[src/verilog/bbc_pkg.sv]
// constants and types shared by the burst bus channel slave
package bbc_pkg;

  localparam int ID_W    = 4;
  localparam int ADDR_W  = 12;
  localparam int DATA_W  = 32;
  localparam int STRB_W  = DATA_W / 8;
  localparam int LEN_W   = 8;
  localparam int SIZE_W  = 3;
  localparam int BURST_W = 2;
  localparam int RESP_W  = 2;
  localparam int USER_W  = 1;

  // memory geometry
  localparam int MEM_DEPTH = 16;
  localparam int MEM_AW    = 4;
  localparam int WORD_LSB  = 2;

  // encodings
  localparam logic [BURST_W-1:0] BURST_FIXED = 2'h0;
  localparam logic [RESP_W-1:0]  RESP_OKAY   = 2'h0;
  localparam logic [RESP_W-1:0]  RESP_SLVERR = 2'h2;
  localparam logic [USER_W-1:0]  USER_RST    = 1'h0;

  // reset values of the handshake outputs
  localparam logic READY_RST = 1'h0;
  localparam logic VALID_RST = 1'h0;

  typedef enum logic [2:0] {
    BBC_W_ADDR = 3'h1,
    BBC_W_DATA = 3'h2,
    BBC_W_RESP = 3'h4
  } bbc_wr_state_t;

  typedef enum logic [1:0] {
    BBC_R_IDLE  = 2'h1,
    BBC_R_BURST = 2'h2
  } bbc_rd_state_t;

endpackage

[src/verilog/bbc_beat_if.sv]
// read beat carrier from the burst engine to the read channel register
`timescale 1ns/100ps
`default_nettype none
interface bbc_beat_if;
  import bbc_pkg::*;
  logic                  beatValid;
  logic                  beatReady;
  logic [ID_W-1:0]       beatId;
  logic [DATA_W-1:0]     beatData;
  logic [RESP_W-1:0]     beatResp;
  logic                  beatLast;
  logic [USER_W-1:0]     beatUser;

  modport src (output beatValid, beatId, beatData, beatResp, beatLast, beatUser,
               input beatReady);
  modport dst (input beatValid, beatId, beatData, beatResp, beatLast, beatUser,
               output beatReady);
endinterface
`default_nettype wire

[src/verilog/bbc_slave.sv]
// burst bus slave: five handshake channels over a small word memory
// ****************************************************************
// ****************************************************************
`timescale 1ns/100ps
`default_nettype none
module bbc_slave
  import bbc_pkg::*;
(
  input  wire logic               clk,
  input  wire logic               rst,
  input  wire logic               awValid,
  output logic                    awReady,
  input  wire logic [ID_W-1:0]    awId,
  input  wire logic [ADDR_W-1:0]  awAddr,
  input  wire logic [LEN_W-1:0]   awLen,
  input  wire logic [SIZE_W-1:0]  awSize,
  input  wire logic [BURST_W-1:0] awBurst,
  input  wire logic               wValid,
  output logic                    wReady,
  input  wire logic [DATA_W-1:0]  wData,
  input  wire logic [STRB_W-1:0]  wStrb,
  input  wire logic               wLast,
  output logic                    bValid,
  input  wire logic               bReady,
  output logic [ID_W-1:0]         bId,
  output logic [RESP_W-1:0]       bResp,
  input  wire logic               arValid,
  output logic                    arReady,
  input  wire logic [ID_W-1:0]    arId,
  input  wire logic [ADDR_W-1:0]  arAddr,
  input  wire logic [LEN_W-1:0]   arLen,
  input  wire logic [SIZE_W-1:0]  arSize,
  input  wire logic [BURST_W-1:0] arBurst,
  output logic                    rValid,
  input  wire logic               rReady,
  output logic [ID_W-1:0]         rId,
  output logic [DATA_W-1:0]       rData,
  output logic [RESP_W-1:0]       rResp,
  output logic                    rLast,
  output logic [USER_W-1:0]       rUser
);

  // ****************************************************************
  // helpers
  // ****************************************************************
  function automatic logic [ADDR_W-1:0] nextAddr(input logic [ADDR_W-1:0]  addr,
                                                  input logic [SIZE_W-1:0]  size,
                                                  input logic [BURST_W-1:0] burst);
    logic [ADDR_W-1:0] step;
    step = ADDR_W'(1) << size;
    if (burst == BURST_FIXED) begin
      nextAddr = addr;
    end else begin
      nextAddr = addr + step;
    end
  endfunction

  function automatic logic [DATA_W-1:0] laneMask(input logic [ADDR_W-1:0] addr,
                                                  input logic [SIZE_W-1:0] size);
    logic [DATA_W-1:0] m;
    m = '0;
    for (int i = 0; i < STRB_W; i++) begin
      if ((i >> size) == (int'(addr[WORD_LSB-1:0]) >> size)) begin
        m[i*8 +: 8] = 8'hff;
      end
    end
    laneMask = m;
  endfunction

  function automatic logic [MEM_AW-1:0] wordIdx(input logic [ADDR_W-1:0] addr);
    wordIdx = addr[WORD_LSB +: MEM_AW];
  endfunction

  logic [DATA_W-1:0] mem [MEM_DEPTH];

  // ****************************************************************
  // write address, data and response
  // ****************************************************************
  bbc_wr_state_t      wrState_r;
  logic               awReady_r;
  logic               wReady_r;
  logic               bValid_r;
  logic [ID_W-1:0]    bId_r;
  logic [RESP_W-1:0]  bResp_r;
  logic [ADDR_W-1:0]  wrAddr_r;
  logic [LEN_W-1:0]   wrLen_r;
  logic [SIZE_W-1:0]  wrSize_r;
  logic [BURST_W-1:0] wrBurst_r;
  logic [LEN_W-1:0]   wrCnt_r;
  logic               wrBeat;

  assign wrBeat = wValid && wReady_r;

  // address accepted whenever the idle ready is up, whatever its value
  always_ff @(posedge clk or posedge rst) begin
    if (rst) begin
      wrState_r <= BBC_W_ADDR;
      awReady_r <= READY_RST;
      wReady_r  <= READY_RST;
      bValid_r  <= VALID_RST;
      bId_r     <= '0;
      bResp_r   <= RESP_OKAY;
    end else begin
      case (wrState_r)
        BBC_W_ADDR: begin
          if (awValid && awReady_r) begin
            awReady_r <= 1'b0;
            wReady_r  <= 1'b1;
            bId_r     <= awId;
            wrState_r <= BBC_W_DATA;
          end else begin
            awReady_r <= 1'b1;
          end
        end
        BBC_W_DATA: begin
          if (wrBeat && wLast) begin
            wReady_r  <= 1'b0;
            bValid_r  <= 1'b1;
            bResp_r   <= (wrCnt_r == wrLen_r) ? RESP_OKAY : RESP_SLVERR;
            wrState_r <= BBC_W_RESP;
          end
        end
        BBC_W_RESP: begin
          if (bReady) begin
            bValid_r  <= 1'b0;
            awReady_r <= 1'b1;
            wrState_r <= BBC_W_ADDR;
          end
        end
        default: begin
          awReady_r <= 1'b0;
          wReady_r  <= 1'b0;
          bValid_r  <= 1'b0;
          wrState_r <= BBC_W_ADDR;
        end
      endcase
    end
  end

  always_ff @(posedge clk or posedge rst) begin
    if (rst) begin
      wrAddr_r  <= '0;
      wrLen_r   <= '0;
      wrSize_r  <= '0;
      wrBurst_r <= BURST_FIXED;
      wrCnt_r   <= '0;
    end else if (awValid && awReady_r) begin
      wrAddr_r  <= awAddr;
      wrLen_r   <= awLen;
      wrSize_r  <= awSize;
      wrBurst_r <= awBurst;
      wrCnt_r   <= '0;
    end else if (wrBeat) begin
      wrAddr_r <= nextAddr(wrAddr_r, wrSize_r, wrBurst_r);
      wrCnt_r  <= wrCnt_r + LEN_W'(1);
    end
  end

  // strobes pick the lanes; inactive lanes keep their stored bytes
  always_ff @(posedge clk) begin
    if (wrBeat) begin
      for (int i = 0; i < STRB_W; i++) begin
        if (wStrb[i]) begin
          mem[wordIdx(wrAddr_r)][i*8 +: 8] <= wData[i*8 +: 8];
        end
      end
    end
  end

  // all outputs straight from flops, no input reaches them directly
  assign awReady = awReady_r;
  assign wReady  = wReady_r;
  assign bValid  = bValid_r;
  assign bId     = bId_r;
  assign bResp   = bResp_r;

  // ****************************************************************
  // read address and burst engine
  // ****************************************************************
  bbc_rd_state_t      rdState_r;
  logic               arReady_r;
  logic [ID_W-1:0]    rdId_r;
  logic [ADDR_W-1:0]  rdAddr_r;
  logic [LEN_W-1:0]   rdLen_r;
  logic [SIZE_W-1:0]  rdSize_r;
  logic [BURST_W-1:0] rdBurst_r;
  logic [LEN_W-1:0]   rdCnt_r;
  logic               rdBeat;

  bbc_beat_if beatBus ();

  // beats exist only inside an accepted burst
  assign beatBus.beatValid = (rdState_r == BBC_R_BURST);
  assign beatBus.beatId    = rdId_r;
  assign beatBus.beatData  = mem[wordIdx(rdAddr_r)] & laneMask(rdAddr_r, rdSize_r);
  assign beatBus.beatResp  = RESP_OKAY;
  assign beatBus.beatLast  = (rdCnt_r == rdLen_r);
  assign beatBus.beatUser  = USER_RST;
  assign rdBeat            = beatBus.beatValid && beatBus.beatReady;

  always_ff @(posedge clk or posedge rst) begin
    if (rst) begin
      rdState_r <= BBC_R_IDLE;
      arReady_r <= READY_RST;
    end else begin
      case (rdState_r)
        BBC_R_IDLE: begin
          if (arValid && arReady_r) begin
            arReady_r <= 1'b0;
            rdState_r <= BBC_R_BURST;
          end else begin
            arReady_r <= 1'b1;
          end
        end
        BBC_R_BURST: begin
          if (rdBeat && beatBus.beatLast) begin
            arReady_r <= 1'b1;
            rdState_r <= BBC_R_IDLE;
          end
        end
        default: begin
          arReady_r <= 1'b0;
          rdState_r <= BBC_R_IDLE;
        end
      endcase
    end
  end

  always_ff @(posedge clk or posedge rst) begin
    if (rst) begin
      rdId_r    <= '0;
      rdAddr_r  <= '0;
      rdLen_r   <= '0;
      rdSize_r  <= '0;
      rdBurst_r <= BURST_FIXED;
      rdCnt_r   <= '0;
    end else if (arValid && arReady_r) begin
      rdId_r    <= arId;
      rdAddr_r  <= arAddr;
      rdLen_r   <= arLen;
      rdSize_r  <= arSize;
      rdBurst_r <= arBurst;
      rdCnt_r   <= '0;
    end else if (rdBeat) begin
      rdAddr_r <= nextAddr(rdAddr_r, rdSize_r, rdBurst_r);
      rdCnt_r  <= rdCnt_r + LEN_W'(1);
    end
  end

  assign arReady = arReady_r;

  bbc_rd_chan rdChan (
    .clk    (clk),
    .rst    (rst),
    .beat   (beatBus),
    .rValid (rValid),
    .rReady (rReady),
    .rId    (rId),
    .rData  (rData),
    .rResp  (rResp),
    .rLast  (rLast),
    .rUser  (rUser)
  );
endmodule
`default_nettype wire

[src/verilog/bbc_rd_chan.sv]
// read data channel output register with hold until accepted
`timescale 1ns/100ps
`default_nettype none
module bbc_rd_chan
  import bbc_pkg::*;
(
  input  wire logic              clk,
  input  wire logic              rst,
  bbc_beat_if.dst                beat,
  output logic                   rValid,
  input  wire logic              rReady,
  output logic [ID_W-1:0]        rId,
  output logic [DATA_W-1:0]      rData,
  output logic [RESP_W-1:0]      rResp,
  output logic                   rLast,
  output logic [USER_W-1:0]      rUser
);

  logic rValid_r;

  // a new beat may load when none is held or in the same cycle the held one is taken
  assign beat.beatReady = !rValid_r || rReady;
  assign rValid         = rValid_r;

  always_ff @(posedge clk or posedge rst) begin
    if (rst) begin
      rValid_r <= VALID_RST;
    end else if (beat.beatValid && beat.beatReady) begin
      rValid_r <= 1'b1;
    end else if (rReady) begin
      rValid_r <= 1'b0;
    end
  end

  // payload only moves when a beat is loaded, so it stands while stalled
  always_ff @(posedge clk or posedge rst) begin
    if (rst) begin
      rId   <= '0;
      rData <= '0;
      rResp <= RESP_OKAY;
      rLast <= 1'b0;
      rUser <= USER_RST;
    end else if (beat.beatValid && beat.beatReady) begin
      rId   <= beat.beatId;
      rData <= beat.beatData;
      rResp <= beat.beatResp;
      rLast <= beat.beatLast;
      rUser <= beat.beatUser;
    end
  end
endmodule
`default_nettype wire

[config.mk]
export PLATFORM = sky130hd
export DESIGN_NAME = bbc_slave
export DESIGN_NICKNAME = d
export VERILOG_FILES = /design/src/verilog/bbc_pkg.sv /design/src/verilog/bbc_beat_if.sv /design/src/verilog/bbc_slave.sv /design/src/verilog/bbc_rd_chan.sv
export SDC_FILE = /design/constraint.sdc
export NUM_CORES = 1
export LEC_CHECK = 0
export BUFFER_PORTS_ARGS = -buffer_cell sky130_fd_sc_hd__buf_2
export CORE_UTILIZATION = 50
export DETAILED_ROUTE_END_ITERATION = 10
export PLACE_DENSITY = 0.73
export SLEW_MARGIN = 0
export SYNTH_ARGS = -nofsm -noshare
export SYNTH_HDL_FRONTEND = slang
export SYNTH_SLANG_ARGS = --single-unit
[constraint.sdc]
create_clock -name clk -period 3.34 [get_ports clk]
set_clock_uncertainty 0.2 [all_clocks]
set_input_delay 0.501 -clock clk [delete_from_list [all_inputs] [get_ports clk]]
set_output_delay 0.501 -clock clk [all_outputs]
set_load 0.05 [all_outputs]
==> flow_summary_export.csv <==
group,metric,value,unit
layout,final_nets,1803,
outcome,status,"complete, no violations",
layout,final_common_cell,"edfxtp_1",
critical_path,critical_path_class,"reg -> reg",
sta,setup-tns-final,0,ns
sta,holdWs,0.0435,ns
critical_path,start_kind,"flop",
clocking,ctsRootBufferMaster,"clkbuf_16",
job,max_cap_violations,0,
clocking,cts.sinks,622,
routing,wl_per_cell,22.6,um
floorplan,start_util,0.508,
clocking,htree_num_levels,2,
routing,vias_per_cell,5.67,
routing,drt_iter0_markers,1109,
yosys,synth.area.top_cells,"edfxtp_1, mux4_2, dfrtp_1, nand2_1, mux2i_1",
power,vdd_drop_max,448,uV
layout,post_layout_nonfiller_instances,2403,
sta,period_minus_slack,2.60,ns
critical_path,slowest_delay,0.53,ns
yosys,syn_inst,1420,
sta,finalMaxSlewViolations,0,
layout,layout_common_cells,"edfxtp_1, nand2_1, buf_2",
floorplan,die_w,225,um
layout,synthToLayoutAreaGrowth,17.7,%
yosys,async_reset_ff_frac,0.177,
sta,fin_crit_sh,0.779,
clocking,cts.path.max_buffers,3,
critical_path,crit_start,"rdAddr_r[2]$_DFFE_PP0P_",
clocking,numCtsBuffers,61,
routing,wl,54400,um
floorplan,die_h,225,um
sta,setup_viol,0,
critical_path,setup.worst_path.end_class,"flop",
clocking,clk_pin_slew,0.06,ns
routing,ant_nets,0,
place,placed_area,0.0268,mm2
critical_path,critPathRequiredTime,3.65,ns
layout,finalInstanceArea,0.0294,mm2
sta,tightest_slew,1.16,ns
place,gp_congestion,0.758,
floorplan,ios,153,
clocking,post_cts_resized,0,
critical_path,worst-path-max-fanout,25,
critical_path,cp_slowest_cell,"dfrtp_4",
yosys,syn_area_per_cell,17.6,um2
floorplan,core,0.0492,mm2
global_routing,antenna_found_initial,1,
yosys,ys.flop_type,"edfxtp_1",
global_routing,grt_first_pass_wirelength,83100,um
critical_path,cp_cell_sequence,"buf_12 -> mux4_2 -> nor2b_1 -> a211oi_1 -> a21oi_1 -> a22o_1",
global_routing,grt_start_max_net_pins,59,
global_routing,grt-ovfl-total,0,
critical_path,crit_family,"compound AO/OA/AOI/OAI gates",
sta,finalHoldViolCount,0,
sta,maxSlewHeadroom,0.228,
yosys,synth.top_cell.area_share,0.616,
layout,drive_gt1_frac,0.269,
global_routing,grtUsageTotal,0.219,
critical_path,worst_r2r_startpoint,"rdAddr_r[2]$_DFFE_PP0P_",
place,port_buffers,136,
place,dp.cells,2237,
critical_path,crit_buf_inv,1,
yosys,ys_ff_latch,622,
yosys,synthesis.area,0.0250,mm2
place,hpwl,34100,um
routing,drc,0,
yosys,yosys.area.top_type,"edfxtp_1",
floorplan,die_area,0.0508,mm2
yosys,synth-edff-count,512,
sta,rsz0062_at_grt,"false",
clocking,insertion_delay,0.62,ns
global_routing,grt_pass1_vias,14304,
yosys,synth_seq_area_share,0.726,
power,powerDensity,802,mW/mm2
yosys,synth_warnings,0,
routing,via_count,13625,
sta,fmax,0.384,GHz
routing,firstDrtPassIters,5,
floorplan,core.rowCount,81,
worst_hold_path,hp-class,"in -> reg",
yosys,synthDistinctLibCells,54,
clocking,cts_tree,"yes",
worst_hold_path,hp-start,"wLast",
layout,final_util,0.598,
power,p_leak,10.7,nW
critical_path,crit_arrival,2.91,ns
-- final cells by class --
cell class              count  area (um2)
clock buffers              85        1730
multi-input cells         718        6410
clock inverters            31         324
fillers                  3442       19800
well taps                 664         831
flip-flops and latches    622       18100
inverters                   5        22.5
repair buffers            277        1920
diodes                      1        2.50
-- sequential cells by signal, indices dropped and copies added, names as in the netlist, 4 cells and up --
signal          count
bId                 4
beatBus.beatId      4
mem               512
rdAddr_r            6
rdChan.rData       32
rdChan.rId          4
rdCnt_r             8
rdLen_r             8
wrAddr_r            6
wrCnt_r             8
wrLen_r             8
-- synth_stat cells (all sizes together), types with 2 or more instances --
cell type and count:
a211oi 28, a21o 8, a21oi 42, a22o 24, and2 5, and3 3
and3b 2, buf 41, clkbuf 37, dfrtp 108, dfstp 2, edfxtp 512
fa 2, ha 14, inv 5, mux2 4, mux2i 46, mux4 128
nand2 155, nand2b 5, nand3 15, nand3b 3, nand4 11, nor2 92
nor2b 30, nor3 2, nor3b 5, nor4 2, nor4b 2, o21a 3
o21ai 22, o21bai 2, o221ai 8, o22a 2, o22ai 3, or3 4
or4 2, xnor2 14, xor2 18
-- cell families after synthesis --
| group | share of synthesized area |
|---|---|
| XOR/XNOR | 0.0112 |
| AND/OR/NAND/NOR | 0.0611 |
| AO/OA/AOI/OAI | 0.0393 |
| buffers and inverters | 0.0180 |
| adder cells (fa/ha/maj) | 0.00862 |
| other | 0.000150 |
| multiplexers | 0.136 |
| flip-flops | 0.726 |
-- worst paths after layout --
path | to | slack, ns | depth (start not counted)
min in group asynchronous | rdChan.rData[3]$_DFFE_PP0P_ | 0.47 | 4
max in group asynchronous | wrCnt_r[4]$_DFFE_PP0P_ | 1.85 | 4
worst min-delay path | wrState_r[1]$_DFFE_PP0P_ | 0.04 | 4
worst max register to register | rdChan.rData[20]$_DFFE_PP0P_ | 0.74 | 6
worst max-delay path | rdChan.rData[20]$_DFFE_PP0P_ | 0.74 | 6
worst min register to register | rdChan.rId[1]$_DFFE_PP0P_ | 0.27 | 2
-- per-stage QoR --
step	setup WS [ns]	power [mW]
global route	0.589	24.6
CTS	0.714	23.7
detailed placement	0.696	16.8
floorplan	0.752	15.0
finish	0.737	23.6
global placement	0.735	16.6
-- layer usage --
metal,GRT usage,routed length (um)
met5,0,0
met4,0.0772,1500
met3,0.0305,2720
met2,0.384,28400
met1,0.281,21800
-- worst reg2reg max path: stages, from the launching register on --
cell	delay, ns
dfrtp_4	0.53
buf_12	0.26
mux4_2	0.54
nor2b_1	0.14
a211oi_1	0.48
a21oi_1	0.12
a22o_1	0.23
-- repair_timing --
item,in CTS,in global routing
hold endpoints to repair,156,0
buffers inserted,0,0
hold buffers,49,0
-- report_power, final --
| group | total [mW] | internal [mW] | switching, mW | leakage, nW |
|---|---|---|---|---|
| sequential | 9.90 | 9.08 | 0.815 | 6.00 |
| combinational | 6.75 | 2.88 | 3.87 | 3.66 |
| clock | 6.93 | 4.08 | 2.86 | 1.00 |
| total | 23.6 | 16.0 | 7.55 | 10.7 |
Power figures use the tool's default switching activity.
